==> src/logic/vmz_regs.svh <==
// Register offsets, field positions, reset values and timing counts of the volume/mute control
`ifndef VMZ_REGS_SVH
`define VMZ_REGS_SVH

`define VMZ_ADDR_W        4
`define VMZ_OFF_VOL_L     4'h0
`define VMZ_OFF_VOL_R     4'h1
`define VMZ_OFF_CTRL      4'h2
`define VMZ_OFF_EFFECT    4'h3
`define VMZ_OFF_ALIGN_CTL 4'h4
`define VMZ_OFF_ALIGN_IN1 4'h5
`define VMZ_OFF_ALIGN_IN2 4'h6
`define VMZ_OFF_TIMING    4'h7
`define VMZ_OFF_STATUS    4'h8

`define VMZ_VOL_MAX       7'h00
`define VMZ_VOL_M71       7'h57
`define VMZ_VOL_MUTE      7'h58
`define VMZ_VOL_M12       7'h1c
`define VMZ_VOL_RST       7'h10

`define VMZ_CTRL_GMU      0
`define VMZ_CTRL_MUTE_TIMING_SELECT     1
`define VMZ_CTRL_CCD      2
`define VMZ_CTRL_AVL_OFF  3
`define VMZ_CTRL_ATK_LSB  4
`define VMZ_CTRL_LOUD     6
`define VMZ_CTRL_RST      8'h01

`define VMZ_EFF_MODE_LSB  0
`define VMZ_EFF_SPAT52    2
`define VMZ_EFF_RST       8'h00

`define VMZ_ALIGN_MID     5'h10
`define VMZ_TIMING_RST    3'h3

`define VMZ_CLK_MHZ       125
`define VMZ_FAST_CHG_MS   2000
`define VMZ_FAST_CHG_CYC  (`VMZ_FAST_CHG_MS * `VMZ_CLK_MHZ * 1000)

`endif

==> src/logic/vmz_pkg.sv <==
// Types shared by the volume/mute control block
package vmz_pkg;

  typedef enum logic [1:0] {
    VMZ_EFF_LINEAR,
    VMZ_EFF_PSEUDO,
    VMZ_EFF_SPATIAL,
    VMZ_EFF_MONO
  } vmz_effect_e;

  typedef enum logic {
    VMZ_AL_IDLE,
    VMZ_AL_RUN
  } vmz_align_e;

  typedef struct packed {
    logic [6:0] pend;
    logic       pend_v;
    logic [6:0] appl;
  } vmz_chan_s;

  typedef struct packed {
    logic       gmu_pend;
    logic       gmu_pend_v;
    logic       gmu_appl;
  } vmz_mute_s;

  typedef struct packed {
    logic       wr;
    logic       rd;
    logic [3:0] addr;
    logic [7:0] wdata;
  } vmz_bus_s;

  typedef struct packed {
    logic [6:0] vol_l;
    logic [6:0] vol_r;
    logic       mute_l;
    logic       mute_r;
    logic       loud_on;
    logic [4:0] loud_boost_l;
    logic [4:0] loud_boost_r;
    logic       avl_off;
    logic [1:0] attack_sel;
    logic       fast_charge;
    logic [1:0] effect_mode;
    logic       spatial_52;
    logic       align_run;
    logic [4:0] spectral_trim;
    logic [4:0] wideband_trim;
    logic [2:0] timing_trim;
  } vmz_analog_s;

endpackage

==> src/logic/vmz_ctrl.sv <==
// Volume, mute, effects and alignment control of the audio output stage
//
// Functional notes
// - Volume +16 to -71 dB, 1 dB, mute code
// - Separate left and right volume settings
// - Loudness enable; full boost at -12 dB
// - New volume waits for channel zero crossing
// - Pending value applied before newer takes place
// - Next volume write forces pending value
// - Step into mute code skips zero-cross wait
// - Global mute silences all outputs
// - Mute timing select: forced or zero-cross
// - Zero-cross mode defers global mute change
// - Level control disable and attack ratio setting
// - Fast charge boosts current first 2 s
// - Effects mode select and spatial crosstalk
// - Alignment overwrites alignment input registers
// - Writable noise-reduction timing current trim
//
// Our own choices: the register addresses and strobed register access.
`timescale 1ns/100ps
`default_nettype none
`include "vmz_regs.svh"

module vmz_ctrl #(
  parameter int unsigned FAST_CHG_CYC = `VMZ_FAST_CHG_CYC
) (
  // Clock and reset
  input  wire  logic                 mclk,
  input  wire  logic                 rst_n,
  // Register port
  input  wire  logic [3:0]           reg_addr,
  input  wire  logic [7:0]           reg_wdata,
  input  wire  logic                 reg_wr,
  input  wire  logic                 reg_rd,
  output logic       [7:0]           reg_rdata,
  // Zero-crossing detector pulses
  input  wire  logic                 zc_left,
  input  wire  logic                 zc_right,
  // Alignment results from the decoder
  input  wire  logic                 align_done,
  input  wire  logic [4:0]           align_result_first,
  input  wire  logic [4:0]           align_result_second,
  // Settings to the analog path
  output vmz_pkg::vmz_analog_s       analog
);

  // ****************************************************************
  // State
  // ****************************************************************
  typedef struct packed {
    vmz_pkg::vmz_chan_s  ch_l;
    vmz_pkg::vmz_chan_s  ch_r;
    vmz_pkg::vmz_mute_s  mute;
    logic [7:0]          ctrl;
    logic [7:0]          effect;
    vmz_pkg::vmz_align_e align;
    logic [4:0]          align_in1;
    logic [4:0]          align_in2;
    logic [2:0]          timing;
    logic                fast_active;
    logic [31:0]         fast_cnt;
    logic [7:0]          rdata;
  } vmz_state_s;

  vmz_state_s st_r;
  vmz_state_s st_nxt;
  vmz_pkg::vmz_bus_s bus;

  assign bus.wr    = reg_wr;
  assign bus.rd    = reg_rd;
  assign bus.addr  = reg_addr;
  assign bus.wdata = reg_wdata;

  // ****************************************************************
  // Helpers
  // ****************************************************************
  // Clamp written codes to the legal range, anything past mute is mute
  function automatic logic [6:0] vmz_clamp(input logic [7:0] d);
    vmz_clamp = (d > {1'b0, `VMZ_VOL_MUTE}) ? `VMZ_VOL_MUTE : d[6:0];
  endfunction

  // One volume write or zero crossing on a channel
  function automatic vmz_pkg::vmz_chan_s vmz_chan_step(
    input vmz_pkg::vmz_chan_s c,
    input logic               zc,
    input logic               wr,
    input logic [6:0]         code
  );
    vmz_pkg::vmz_chan_s n;
    n = c;
    if (zc && c.pend_v) begin
      n.appl   = c.pend;
      n.pend_v = 1'b0;
    end
    if (wr) begin
      if (c.pend_v) begin
        n.appl = c.pend;
      end
      if (code == `VMZ_VOL_MUTE) begin
        n.appl   = code;
        n.pend_v = 1'b0;
      end else begin
        n.pend   = code;
        n.pend_v = 1'b1;
      end
    end
    vmz_chan_step = n;
  endfunction

  function automatic logic [4:0] vmz_boost(input logic [6:0] v);
    if (v >= `VMZ_VOL_M12) begin
      vmz_boost = 5'h1c;
    end else begin
      vmz_boost = v[4:0];
    end
  endfunction

  // ****************************************************************
  // Next state
  // ****************************************************************
  logic       wr_vol_l;
  logic       wr_vol_r;
  logic       wr_ctrl;
  logic       zc_any;

  always_comb begin
    st_nxt   = st_r;
    wr_vol_l = bus.wr && (bus.addr == `VMZ_OFF_VOL_L);
    wr_vol_r = bus.wr && (bus.addr == `VMZ_OFF_VOL_R);
    wr_ctrl  = bus.wr && (bus.addr == `VMZ_OFF_CTRL);
    zc_any   = zc_left || zc_right;

    st_nxt.ch_l = vmz_chan_step(st_r.ch_l, zc_left, wr_vol_l, vmz_clamp(bus.wdata));
    st_nxt.ch_r = vmz_chan_step(st_r.ch_r, zc_right, wr_vol_r, vmz_clamp(bus.wdata));

    if (st_r.mute.gmu_pend_v && (zc_any || !st_r.ctrl[`VMZ_CTRL_MUTE_TIMING_SELECT])) begin
      st_nxt.mute.gmu_appl   = st_r.mute.gmu_pend;
      st_nxt.mute.gmu_pend_v = 1'b0;
    end
    if (wr_ctrl) begin
      st_nxt.ctrl = bus.wdata;
      if (bus.wdata[`VMZ_CTRL_GMU] != st_nxt.mute.gmu_appl) begin
        if (bus.wdata[`VMZ_CTRL_MUTE_TIMING_SELECT]) begin
          st_nxt.mute.gmu_pend   = bus.wdata[`VMZ_CTRL_GMU];
          st_nxt.mute.gmu_pend_v = 1'b1;
        end else begin
          st_nxt.mute.gmu_appl   = bus.wdata[`VMZ_CTRL_GMU];
          st_nxt.mute.gmu_pend_v = 1'b0;
        end
      end else begin
        st_nxt.mute.gmu_pend_v = 1'b0;
      end
    end

    if (st_r.fast_active) begin
      if (st_r.fast_cnt == FAST_CHG_CYC - 1) begin
        st_nxt.fast_active = 1'b0;
      end else begin
        st_nxt.fast_cnt = st_r.fast_cnt + 32'h1;
      end
    end

    if (bus.wr) begin
      unique case (bus.addr)
        `VMZ_OFF_EFFECT:    st_nxt.effect    = bus.wdata;
        `VMZ_OFF_ALIGN_CTL: st_nxt.align     = bus.wdata[0] ? vmz_pkg::VMZ_AL_RUN : vmz_pkg::VMZ_AL_IDLE;
        `VMZ_OFF_ALIGN_IN1: st_nxt.align_in1 = bus.wdata[4:0];
        `VMZ_OFF_ALIGN_IN2: st_nxt.align_in2 = bus.wdata[4:0];
        `VMZ_OFF_TIMING:    st_nxt.timing    = bus.wdata[2:0];
        default: ;
      endcase
    end

    if (st_r.align == vmz_pkg::VMZ_AL_RUN && align_done) begin
      st_nxt.align_in1 = align_result_first;
      st_nxt.align_in2 = align_result_second;
    end

    st_nxt.rdata = 8'h00;
    if (bus.rd) begin
      unique case (bus.addr)
        `VMZ_OFF_VOL_L:     st_nxt.rdata = {1'b0, st_r.ch_l.appl};
        `VMZ_OFF_VOL_R:     st_nxt.rdata = {1'b0, st_r.ch_r.appl};
        `VMZ_OFF_CTRL:      st_nxt.rdata = st_r.ctrl;
        `VMZ_OFF_EFFECT:    st_nxt.rdata = st_r.effect;
        `VMZ_OFF_ALIGN_CTL: st_nxt.rdata = {7'h00, st_r.align == vmz_pkg::VMZ_AL_RUN};
        `VMZ_OFF_ALIGN_IN1: st_nxt.rdata = {3'h0, st_r.align_in1};
        `VMZ_OFF_ALIGN_IN2: st_nxt.rdata = {3'h0, st_r.align_in2};
        `VMZ_OFF_TIMING:    st_nxt.rdata = {5'h00, st_r.timing};
        `VMZ_OFF_STATUS:    st_nxt.rdata = {4'h0, st_r.fast_active, st_r.mute.gmu_pend_v,
                                            st_r.ch_r.pend_v, st_r.ch_l.pend_v};
        default:            st_nxt.rdata = 8'h00;
      endcase
    end
  end

  // ****************************************************************
  // Registers
  // ****************************************************************
  always_ff @(posedge mclk) begin
    if (!rst_n) begin
      st_r             <= '0;
      st_r.ch_l.appl   <= `VMZ_VOL_RST;
      st_r.ch_l.pend   <= `VMZ_VOL_RST;
      st_r.ch_r.appl   <= `VMZ_VOL_RST;
      st_r.ch_r.pend   <= `VMZ_VOL_RST;
      st_r.mute.gmu_appl <= 1'b1;
      st_r.ctrl        <= `VMZ_CTRL_RST;
      st_r.effect      <= `VMZ_EFF_RST;
      st_r.align       <= vmz_pkg::VMZ_AL_IDLE;
      st_r.align_in1   <= `VMZ_ALIGN_MID;
      st_r.align_in2   <= `VMZ_ALIGN_MID;
      st_r.timing      <= `VMZ_TIMING_RST;
      st_r.fast_active <= 1'b1;
    end else begin
      st_r <= st_nxt;
    end
  end

  // ****************************************************************
  // Outputs
  // ****************************************************************
  assign reg_rdata = st_r.rdata;

  always_comb begin
    analog.vol_l         = st_r.ch_l.appl;
    analog.vol_r         = st_r.ch_r.appl;
    analog.mute_l        = st_r.mute.gmu_appl || (st_r.ch_l.appl == `VMZ_VOL_MUTE);
    analog.mute_r        = st_r.mute.gmu_appl || (st_r.ch_r.appl == `VMZ_VOL_MUTE);
    analog.loud_on       = st_r.ctrl[`VMZ_CTRL_LOUD];
    analog.loud_boost_l  = st_r.ctrl[`VMZ_CTRL_LOUD] ? vmz_boost(st_r.ch_l.appl) : 5'h00;
    analog.loud_boost_r  = st_r.ctrl[`VMZ_CTRL_LOUD] ? vmz_boost(st_r.ch_r.appl) : 5'h00;
    analog.avl_off       = st_r.ctrl[`VMZ_CTRL_AVL_OFF];
    analog.attack_sel    = st_r.ctrl[`VMZ_CTRL_ATK_LSB +: 2];
    analog.fast_charge   = st_r.ctrl[`VMZ_CTRL_CCD] && st_r.fast_active;
    analog.effect_mode   = st_r.effect[`VMZ_EFF_MODE_LSB +: 2];
    analog.spatial_52    = st_r.effect[`VMZ_EFF_SPAT52];
    analog.align_run     = (st_r.align == vmz_pkg::VMZ_AL_RUN);
    analog.spectral_trim = st_r.align_in1;
    analog.wideband_trim = st_r.align_in2;
    analog.timing_trim   = st_r.timing;
  end

endmodule
`default_nettype wire

==> config.mk <==
export PLATFORM = sky130hd
export DESIGN_NAME = vmz_ctrl
export DESIGN_NICKNAME = d
export VERILOG_FILES = /design/src/logic/vmz_pkg.sv /design/src/logic/vmz_ctrl.sv
export VERILOG_INCLUDE_DIRS = /design/src /design/src/logic
export SDC_FILE = /design/constraint.sdc
export NUM_CORES = 1
export LEC_CHECK = 0
export BUFFER_PORTS_ARGS = -buffer_cell sky130_fd_sc_hd__buf_2
export CAP_MARGIN = 25
export CORE_MARGIN = 5
export CORE_UTILIZATION = 50
export CTS_CLUSTER_DIAMETER = 40
export DETAILED_ROUTE_END_ITERATION = 10
export PLACE_DENSITY = 0.84
export REMOVE_ABC_BUFFERS = 1
export SYNTH_ARGS = -nofsm -noshare
export SYNTH_HDL_FRONTEND = slang
export SYNTH_SLANG_ARGS = --single-unit
export TNS_END_PERCENT = 20
==> constraint.sdc <==
create_clock -name mclk -period 1.9 [get_ports mclk]
set_input_delay 0.285 -clock mclk [delete_from_list [all_inputs] [get_ports mclk]]
set_output_delay 0.285 -clock mclk [all_outputs]
set_load 0.005 [all_outputs]
==> results of run 1 <==
[worst max-delay path, cell delays in order, from the launching register on]
cell     delay, ns
dfxtp_1       0.32
or4_1         0.52
or4_4         0.48
nor2_1        0.11
buf_4         0.14
nor4_1        0.04
o21a_1        0.16
[kinds of logic after synthesis]
logic type	synth area share
adders and majority gates	0.002324
and+or+nand+nor	0.2498
AOI/OAI and AO/OA	0.1306
DFF	0.3867
buffers and inverters	0.08622
xor gates and xnor gates	0.03742
muxes	0.1069
[stage by stage]
step / std cells / power (mW) / hold slack (ns) / setup WS, ns
floorplan: 529 / 2.383 / 0.3469 / 0.02708
global placement: 790 / 2.560 / 0.4552 / 0.01307
detailed placement: 790 / 2.569 / 0.4687 / -0.04072
CTS: 805 / 4.181 / 0.1435 / 0.0006155
global route: 805 / 4.321 / 0.1484 / -0.06854
finish: 805 / 4.173 / 0.1530 / 0.02646
[per-layer routing]
metal,up-vias,track usage
li1,2194,-
met1,2285,0.2787
met2,192,0.3640
met3,26,0.03236
met4,0,0.08314
met5,-,0
[power breakdown]
group / total [mW] / leakage, nW / internal [mW] / switching [mW]
Clock: 1.64 / 0.123 / 0.907 / 0.738
Combinational: 0.308 / 1.58 / 0.131 / 0.177
Sequential: 2.22 / 0.841 / 2.20 / 0.0209
[layout by cell type (no fill, tap or decap), types with 21 or more instances in the layout]
cell,count
xnor2_1,21
nand2_1,67
buf_4,37
o21ai_0,22
nor2b_1,32
mux2i_1,44
nor2_1,38
buf_2,84
dfxtp_1,101
nand3_1,29
and2_1,24
[worst paths after layout]
path / endpoint / slack, ns / cells after the start
setup / recovery: st_r[14]$_SDFFE_PN0P_ / 0.03 / 6
hold / removal: analog[4]$_SDFFE_PN0P_ / 0.15 / 2
setup reg to reg: st_r[14]$_SDFFE_PN0P_ / 0.03 / 6
hold reg to reg: st_r[63]$_SDFFE_PN1P_ / 0.49 / 2
[layout make-up]
class,instances,area (um2)
clock inverters,5,103.9
inverters,7,26.28
fillers,853,4268
repair buffers,125,778.2
well taps,136,170.2
multi-input cells,418,2846
flip-flops and latches,104,2086
clock buffers,10,137.6
==> run summary, run 1 <==
Post-route ant nets: 0
Die Ht: 113.8 um
TritonCTS Buffers: 9
Root Driver: clkbuf_8
Area grow syn2layout: 14.20%
Fin crit period: 1.874 ns
WL met3: 1018 um
Drt initial violations: 384
Met2 WL: 6957 um
I/O pin cnt: 85
Top post-synthesis cells by area: dfxtp_1, mux2i_1, buf_4, nand2_1, nor2b_1
Core area: 10,420 um2
LEAKAGE: 2.540 nW
Fmax: 533.7 MHz
Crit Path Max Fanout: 6
Unrepaired setup endpoints after global routing: yes
Fin. Hold Viols: 0
Hpwl dp: 10,530 um
Post-route DRC violation count: 0
Max cap viols: 0
Via count: 4,697
Power per cell area: 678.6 nW/um2
Die area: 12,940 um2
Number of synthesized flops with an enable pin: 0
Antenna violations before repair: 0
Tcrit/Tclk final: 0.9861
Row count: 37
Worst Max-Slew Pin Slew: 0.6634 ns
Hold/Removal Path Class: input port to flop
Slew headroom: 0.5548
Synth Flop Type: dfxtp_1
PortBufs: 84
WL final: 14,180 um
Core Util, Final: 0.5903
Post-CTS setup buffer count: 0
Maximum vdd drop: 339.3 uV
Number of global-route vias before repair: 4,655
Final net count: 695
Worst reg2reg startpoint: st_r[39]$_SDFFE_PN0P_
CTS tree: built
Clk slew on worst S/H paths: 0.10 ns
Cell Area, Synth: 5384 um2
WS Path Type: flop to flop
Top layer in use: met4
Worst setup SP type: flop
Register bit total from synthesis: 104
CTS Hold Buffers Added: 0
Worst path required time: 2.16 ns
Fraction of layout instances using a drive strength above 1: 0.2541
H-tree depth: 3
Async SR Flop Fraction: 0
Starting density of the core: 0.5169
Largest net degree at the start of global routing: 43
Vias per cell: 5.835
Top cell type by total area after synthesis: dfxtp_1
Outcome: completed
Area post-placement: 5894 um2
Top-area cell type share of the netlist area: 0.3867
Skew-Pair Late Insertion Delay: 0.36 ns
Critical Path AT: 2.13 ns
Synth unique cells: 65
Total gr overflow: 0
Synthesized area per cell: 8.958 um2
Endpoint type of the worst setup path: flop
Ant. Diodes: 0
Number of synthesis warnings: 0
Die Wd: 113.8 um
Syn Inst Count: 601
Post-CTS Resized: 0
First drt pass iteration count: 5
Worst setup path start: st_r[39]$_SDFFE_PN0P_
Finish-stage setup viols: 0
Register area share after synthesis: 0.3867
Final GP Congestion: 0.9232
Hold Startpoint: align_result_second[1]
Met1 wire length: 5919 um
First-pass GRT wire length: 22,710 um
DR WL/cell: 17.61 um
Clock Path Buffers: 2
Final Max Slew Viols: 0
Sink Count: 104
Count leader, synth: dfxtp_1
Fin Setup TNS: 0 ns
GRT Total Usage: 0.2157
Post-synth top cells: dfxtp_1, nand2_1, mux2i_1, buf_4, nor2_1
Post-Layout Inst Area: 6148 um2
Clock skew: 0.008410 ns
Power figures use the tool's default switching activity.
==> inputs of run 2 (changes only) <==
Settings changed: CELL_PAD_IN_SITES_DETAIL_PLACEMENT set to 0, CELL_PAD_IN_SITES_GLOBAL_PLACEMENT set to 1, CORE_UTILIZATION 50 to 39, PLACE_DENSITY 0.84 to 0.85.
==> run 2 against run 1 <==
Power increased by 2.9%. Via count decreased by 4.1%. Clock skew decreased by 0.00069 ns. Sequential power about the same. Worst setup slack improved by 0.0023 ns. Highest routed layer unchanged. Sequential share of layout area decreased by 0.57 points. Critical path depth decreased by 1. Fmax increased by 0.12%. Critical endpoint is now st_r[11]$_SDFFE_PN0P_. Clock power increased by 8%. Register-to-register slack about the same. Largest power group unchanged. Hold slack improved by 0.015 ns. Count of clock-buffer cells in the layout unchanged.
==> run summary, run 2 (synthesis gave the netlist of run 1 again) <==
Tcrit/Tclk final: 0.9848 (was 0.9861)
Worst path required time: 2.14 ns (was 2.16 ns)
Drt initial violations: 407 (was 384)
DR WL/cell: 16.13 um (was 17.61 um)
Via count: 4,504 (was 4,697)
Slew headroom: 0.5412 (was 0.5548)
First drt pass iteration count: 4 (was 5)
H-tree depth: 3 (unchanged)
Hold Startpoint: align_result_first[0] (was align_result_second[1])
Fmax: 534.4 MHz (was 533.7 MHz)
WL final: 13,820 um (was 14,180 um)
PortBufs: 84 (unchanged)
Slowest CP cell: or4_1 (unchanged)
Area post-placement: 5957 um2 (was 5894 um2)
Largest stage delay, worst path: 0.50 ns (was 0.52 ns)
Sink Count: 104 (unchanged)
Number of global-route vias before repair: 4,418 (was 4,655)
Commonest non-fill, non-tap cell in the layout: dfxtp_1 (unchanged)
NetSw: 1.054 mW (was 0.9360 mW)
Largest net degree at the start of global routing: 70 (was 43)
Starting density of the core: 0.3924 (was 0.5169)
Met1 GRT Util: 0.2302 (was 0.2787)
Top delay family on crit path: simple AND/OR/NAND/NOR gates (unchanged)
Critical Path AT: 2.11 ns (was 2.13 ns)
Fin crit period: 1.871 ns (was 1.874 ns)
WS Path Type: flop to flop (unchanged)
Final Max Slew Viols: 0 (unchanged)
Buf+Inv Stages, Crit Path: 0 (was 1)
Clock skew: 0.007717 ns (was 0.008410 ns)
First-pass GRT wire length: 22,370 um (was 22,710 um)
Clk slew on worst S/H paths: 0.08 ns (was 0.10 ns)
I/O pin cnt: 85 (unchanged)
Fin cells: 857 (was 805)
Dpl cells: 840 (was 790)
LEAKAGE: 2.575 nW (was 2.540 nW)
Row count: 43 (was 37)
Final net count: 701 (was 695)
Hpwl dp: 10,370 um (was 10,530 um)
Outcome: completed (unchanged)
Die area: 16,260 um2 (was 12,940 um2)
Final GP Congestion: 0.9118 (was 0.9232)
Routing usage on met3: 0.02550 (was 0.03236)
Endpoint type of the worst setup path: flop (unchanged)
Crit Path Max Fanout: 6 (unchanged)
Sequential power share: 0.517 (was 0.532)
Die Ht: 127.5 um (was 113.8 um)
Hold/Removal Path Class: input port to flop (unchanged)
Post-route DRC violation count: 0 (unchanged)
Clk pwr share: 0.412 (was 0.394)
Most frequent cells in the layout: dfxtp_1, buf_2, nand2_1, buf_4, mux2i_1 (was dfxtp_1, buf_2, nand2_1, mux2i_1, nor2_1)
Die Wd: 127.5 um (was 113.8 um)
Int Pwr: 3.239 mW (was 3.237 mW)
CTS Hold Buffers Added: 0 (unchanged)
Worst Max-Slew Pin Slew: 0.6865 ns (was 0.6634 ns)
Worst setup path start: st_r[39]$_SDFFE_PN0P_ (unchanged)
Total gr overflow: 0 (unchanged)
CTS tree: built (unchanged)
Post-route ant nets: 0 (unchanged)
GRT Total Usage: 0.1696 (was 0.2157)
Skew-Pair Late Insertion Delay: 0.35 ns (was 0.36 ns)
Pwr Total: 4.293 mW (was 4.173 mW)
Core Util, Final: 0.4550 (was 0.5903)
Post-CTS setup buffer count: 0 (unchanged)
Combinational share of power: 0.071 (was 0.074)
Vias per cell: 5.256 (was 5.835)
Antenna violations before repair: 1 (was 0)
Fin. Hold Viols: 0 (unchanged)
Finish-stage setup viols: 0 (unchanged)
Core area: 13,720 um2 (was 10,420 um2)
Max cap viols: 0 (unchanged)
Fraction of layout instances using a drive strength above 1: 0.2544 (was 0.2541)
TritonCTS Buffers: 9 (unchanged)
Post-CTS Resized: 0 (unchanged)
Fin Setup TNS: 0 ns (unchanged)
CP Cell Sequence: or4_1 > or4_4 > o21bai_4 > xnor2_1 > and2_1 (was or4_1 > or4_4 > nor2_1 > buf_4 > nor4_1 > o21a_1)
Power per cell area: 687.8 nW/um2 (was 678.6 nW/um2)
Clock Path Buffers: 2 (unchanged)
Worst reg2reg startpoint: st_r[39]$_SDFFE_PN0P_ (unchanged)
Root Driver: clkbuf_16 (was clkbuf_8)
Post-Layout Inst Area: 6242 um2 (was 6148 um2)
Maximum vdd drop: 411.2 uV (was 339.3 uV)
Worst setup SP type: flop (unchanged)
GR Util met2: 0.2762 (was 0.3640)
Sw Share: 0.2456 (was 0.2243)
Layout fillers: 1,290 (was 853)
Area grow syn2layout: 15.94% (was 14.20%)
Unrepaired setup endpoints after global routing: yes (unchanged)
Gr busiest metal: met2 (unchanged)
-- run 2: cell types whose count changed in the layout (fill, tap and decap cells not counted), moves of 3 or more --
cell       previous run  this run
clkinv_4              0         3
buf_12                4         1
clkbuf_8             10         0
clkbuf_16             0         9
buf_4                37        46
dfxtp_1             101       104
bufinv_16             3         0
dfxtp_2               3         0
-- run 2: routing by layer --
metal | part of all wire | up-vias
met2 | 0.48 | 112
met1 | 0.45 | 2173
li1 | - | 2205
met5 | 0 | -
met4 | 0.013 | 0
met3 | 0.055 | 14
-- run 2: path summary, 6_finish.rpt --
kind | to | slack [ns] | depth (start not counted)
max | st_r[11]$_SDFFE_PN0P_ | 0.03 | 5
min | analog[8]$_SDFFE_PN0P_ | 0.17 | 2
max reg2reg | st_r[11]$_SDFFE_PN0P_ | 0.03 | 5
min reg2reg | st_r[70]$_SDFFE_PN0P_ | 0.47 | 2
-- run 2: stage by stage --
step	hold WS [ns]	worst slack [ns]
global placement	0.4521	0.06770
floorplan	0.3469	0.02708
global route	0.1675	-0.08442
detailed placement	0.4656	0.04719
finish	0.1676	0.02880
CTS	0.1574	0.03745
-- run 2: area by class of cell --
class | instances | area, um2 | area share
Timing Repair Buffer | 131 | 785.8 | 0.1259
Inverter | 7 | 26.28 | 0.004209
Antenna cell | 1 | 2.502 | 0.0004009
Tap cell | 180 | 225.2 | 0.03608
Multi-Input combinational cell | 418 | 2840 | 0.4550
Clock buffer | 10 | 229.0 | 0.03668
Sequential cell | 104 | 2082 | 0.3335
Clock inverter | 6 | 51.30 | 0.008218
-- run 2: power groups by stage --
stage	Clock, mW	Combinational [mW]	Sequential (mW)
after global placement	0	0.297	2.27
after detailed placement	0	0.303	2.27
after global routing	1.90	0.333	2.22
after CTS	1.82	0.304	2.22
after floorplan	0	0.118	2.26
final	1.77	0.307	2.22
==> inputs of run 3 (changes only) <==
Settings changed: ABC_AREA set to 1, CORE_UTILIZATION 39 to 37.
==> run 3 against run 2 <==
Design area is 9.0% higher. Sequential share of layout area is 2.7 points lower. Die area is 19% higher. Critical endpoint is now analog[21]. Register-to-register slack better by 0.13 ns. Hold slack better by 0.0049 ns. Critical path type is now flop to output pin. Core utilization is 4.2 points lower.
==> run summary, run 3 <==
Post-CTS setup buffer count: 0 (unchanged)
Met1 GRT Util: 0.2628 (was 0.2302)
Synth Flop Type: dfxtp_1 (unchanged)
H-tree depth: 3 (unchanged)
Fmax: 573.7 MHz (was 534.4 MHz)
Number of synthesized flops with an enable pin: 0 (unchanged)
Commonest non-fill, non-tap cell in the layout: nand2_1 (was dfxtp_1)
Final Max Slew Viols: 0 (unchanged)
Sink Count: 104 (unchanged)
Number of global-route vias before repair: 5,591 (was 4,418)
CTS Hold Buffers Added: 0 (unchanged)
WS Path Type: flop to output pin (was flop to flop)
Post-synth top cells: nand2_1, nor2_1, dfxtp_1, inv_1, a21oi_1 (was dfxtp_1, nand2_1, mux2i_1, buf_4, nor2_1)
Top-area cell type share of the netlist area: 0.3376 (was 0.3867)
Syn Inst Count: 930 (was 601)
Critical Path AT: 1.46 ns (was 2.11 ns)
Pwr Total: 4.318 mW (was 4.293 mW)
Synthesized area per cell: 6.631 um2 (was 8.958 um2)
GRT Total Usage: 0.1862 (was 0.1696)
Hold/Removal Path Class: input port to flop (unchanged)
Endpoint type of the worst setup path: output pin (was flop)
Total gr overflow: 0 (unchanged)
Final GP Congestion: 0.8828 (was 0.9118)
Vias per cell: 4.948 (was 5.256)
Register area share after synthesis: 0.3376 (was 0.3867)
Power per cell area: 634.5 nW/um2 (was 687.8 nW/um2)
Unrepaired setup endpoints after global routing: yes (unchanged)
Fin. Hold Viols: 0 (unchanged)
Hpwl dp: 13,740 um (was 10,370 um)
Main combinational cell family by area after synthesis: simple AND/OR/NAND/NOR gates (unchanged)
First drt pass iteration count: 5 (was 4)
Fraction of layout instances using a drive strength above 1: 0.1849 (was 0.2544)
Root Driver: clkbuf_16 (unchanged)
Synth unique cells: 42 (was 65)
Antenna violations before repair: 0 (was 1)
Finish-stage setup viols: 0 (unchanged)
Number of synthesis warnings: 0 (unchanged)
Most frequent cells in the layout: nand2_1, nor2_1, dfxtp_1, inv_1, buf_2 (was dfxtp_1, buf_2, nand2_1, buf_4, mux2i_1)
Cell Area, Synth: 6167 um2 (was 5384 um2)
Fin crit period: 1.743 ns (was 1.871 ns)
Post-CTS Resized: 0 (unchanged)
Max cap viols: 0 (unchanged)
Post-route DRC violation count: 0 (unchanged)
Register bit total from synthesis: 104 (unchanged)
Worst Max-Slew Pin Slew: 0.7384 ns (was 0.6865 ns)
Slew headroom: 0.5070 (was 0.5412)
Post-route ant nets: 0 (unchanged)
Gr busiest metal: met2 (unchanged)
Worst setup SP type: flop (unchanged)
Final net count: 1,005 (was 701)
Compound-cell area share of the yosys netlist: 0.1509 (was 0.1306)
Maximum vdd drop: 422.9 uV (was 411.2 uV)
Row count: 47 (was 43)
Count leader, synth: nand2_1 (was dfxtp_1)
Routing usage on met3: 0.03138 (was 0.02550)
DR WL/cell: 15.21 um (was 16.13 um)
CTS tree: built (unchanged)
Crit Path Max Fanout: 4 (was 6)
Fin Setup TNS: 0 ns (unchanged)
Starting density of the core: 0.3745 (was 0.3924)
Simple-Gate Fraction of Synth Area: 0.3494 (was 0.2498)
Area grow syn2layout: 10.35% (was 15.94%)
Post-synthesis mux area share: 0.001623 (was 0.1069)
Post-Synth XOR/XNOR Area: 0.02130 (was 0.03742)
Via count: 5,933 (was 4,504)
LEAKAGE: 2.903 nW (was 2.575 nW)
Clock skew: 0.01088 ns (was 0.007717 ns)
Die area: 19,350 um2 (was 16,260 um2)
Ant. Diodes: 0 (was 1)
Clock Path Buffers: 2 (unchanged)
TritonCTS Buffers: 9 (unchanged)
Core area: 16,470 um2 (was 13,720 um2)
WL final: 18,240 um (was 13,820 um)
Top cell type by total area after synthesis: dfxtp_1 (unchanged)
I/O pin cnt: 85 (unchanged)
WHS: 0.1726 ns (was 0.1676 ns)
GR Util met2: 0.2930 (was 0.2762)
Die Wd: 139.1 um (was 127.5 um)
Die Ht: 139.1 um (was 127.5 um)
Largest net degree at the start of global routing: 43 (was 70)
Tcrit/Tclk final: 0.9174 (was 0.9848)
PortBufs: 84 (unchanged)
Worst path required time: 1.62 ns (was 2.14 ns)
Synth Area in Adders: 0.002029 (was 0.002324)
First-pass GRT wire length: 29,500 um (was 22,370 um)
Top post-synthesis cells by area: dfxtp_1, nand2_1, nor2_1, a21oi_1, buf_4 (was dfxtp_1, mux2i_1, buf_4, nand2_1, nor2b_1)
Skew-Pair Late Insertion Delay: 0.35 ns (about the same)
Core Util, Final: 0.4133 (was 0.4550)
Layout fillers: 1,794 (was 1,290)
Outcome: completed (unchanged)
Drt initial violations: 392 (was 407)
Clk slew on worst S/H paths: 0.07 ns (was 0.08 ns)
Async SR Flop Fraction: 0 (unchanged)
[run 3: worst max-delay path, stage by stage (launching register included)]
cell      delay [ns]
dfxtp_1         0.35
inv_1           0.11
nand2_1         0.08
o311ai_0        0.37
nor2_1          0.07
buf_2           0.14
[run 3: logic make-up (layout without fill, tap and decap cells)]
| family | after synthesis | count (layout) |
|---|---|---|
| compound gates | 155 | 155 |
| xor+xnor | 15 | 15 |
| flops | 104 | 104 |
| buf+inv | 164 | 213 |
| mux | 1 | 1 |
| simple gates | 490 | 490 |
| fa+ha+maj | 1 | 1 |
[run 3: power breakdown]
part	leakage [nW]	total, mW	internal (mW)	switching [mW]
Sequential	0.842	2.24	2.21	0.0260
Clock	0.128	1.75	0.884	0.865
Combinational	1.93	0.333	0.104	0.229
Total	2.90	4.32	3.20	1.12
[run 3: path summary, 6_finish.rpt]
check / start / depth (start not counted) / slack (ns) / end
setup / recovery: flop / 5 / 0.16 / analog[21]
hold / removal: align_result_first[4] / 3 / 0.17 / analog[12]$_SDFFE_PN1P_
setup reg to reg: st_r[9]$_SDFFE_PN0P_ / 8 / 0.16 / st_r[20]$_SDFFE_PN0P_
hold reg to reg: st_r[70]$_SDFFE_PN0P_ / 2 / 0.46 / st_r[70]$_SDFFE_PN0P_
[run 3: cell type report]
class                   instances  area, um2  share of cell area
clock buffers                  10      229.0             0.03365
inverters                      94      357.8             0.05258
well taps                     220      275.3             0.04045
flip-flops and latches        104       2086              0.3065
repair buffers                104      583.1             0.08568
multi-input cells             662       3239              0.4760
clock inverters                 5      35.03            0.005148
[run 3: layer usage]
layer  vias up  part of all wire
met5         -                 0
li1       3024                 -
met4         0             0.019
met3        27             0.048
met1      2716              0.48
met2       166              0.46
[run 3: through the flow]
stage | std cells | worst slack [ns] | cell area [um2]
final | 1199 | 0.1569 | 6805
after global routing | 1199 | -0.009707 | 6805
after CTS | 1199 | 0.09909 | 6802
after detailed placement | 1184 | 0.1385 | 6538
after global placement | 1184 | 0.1903 | 6538
after floorplan | 860 | 0.2356 | 5679
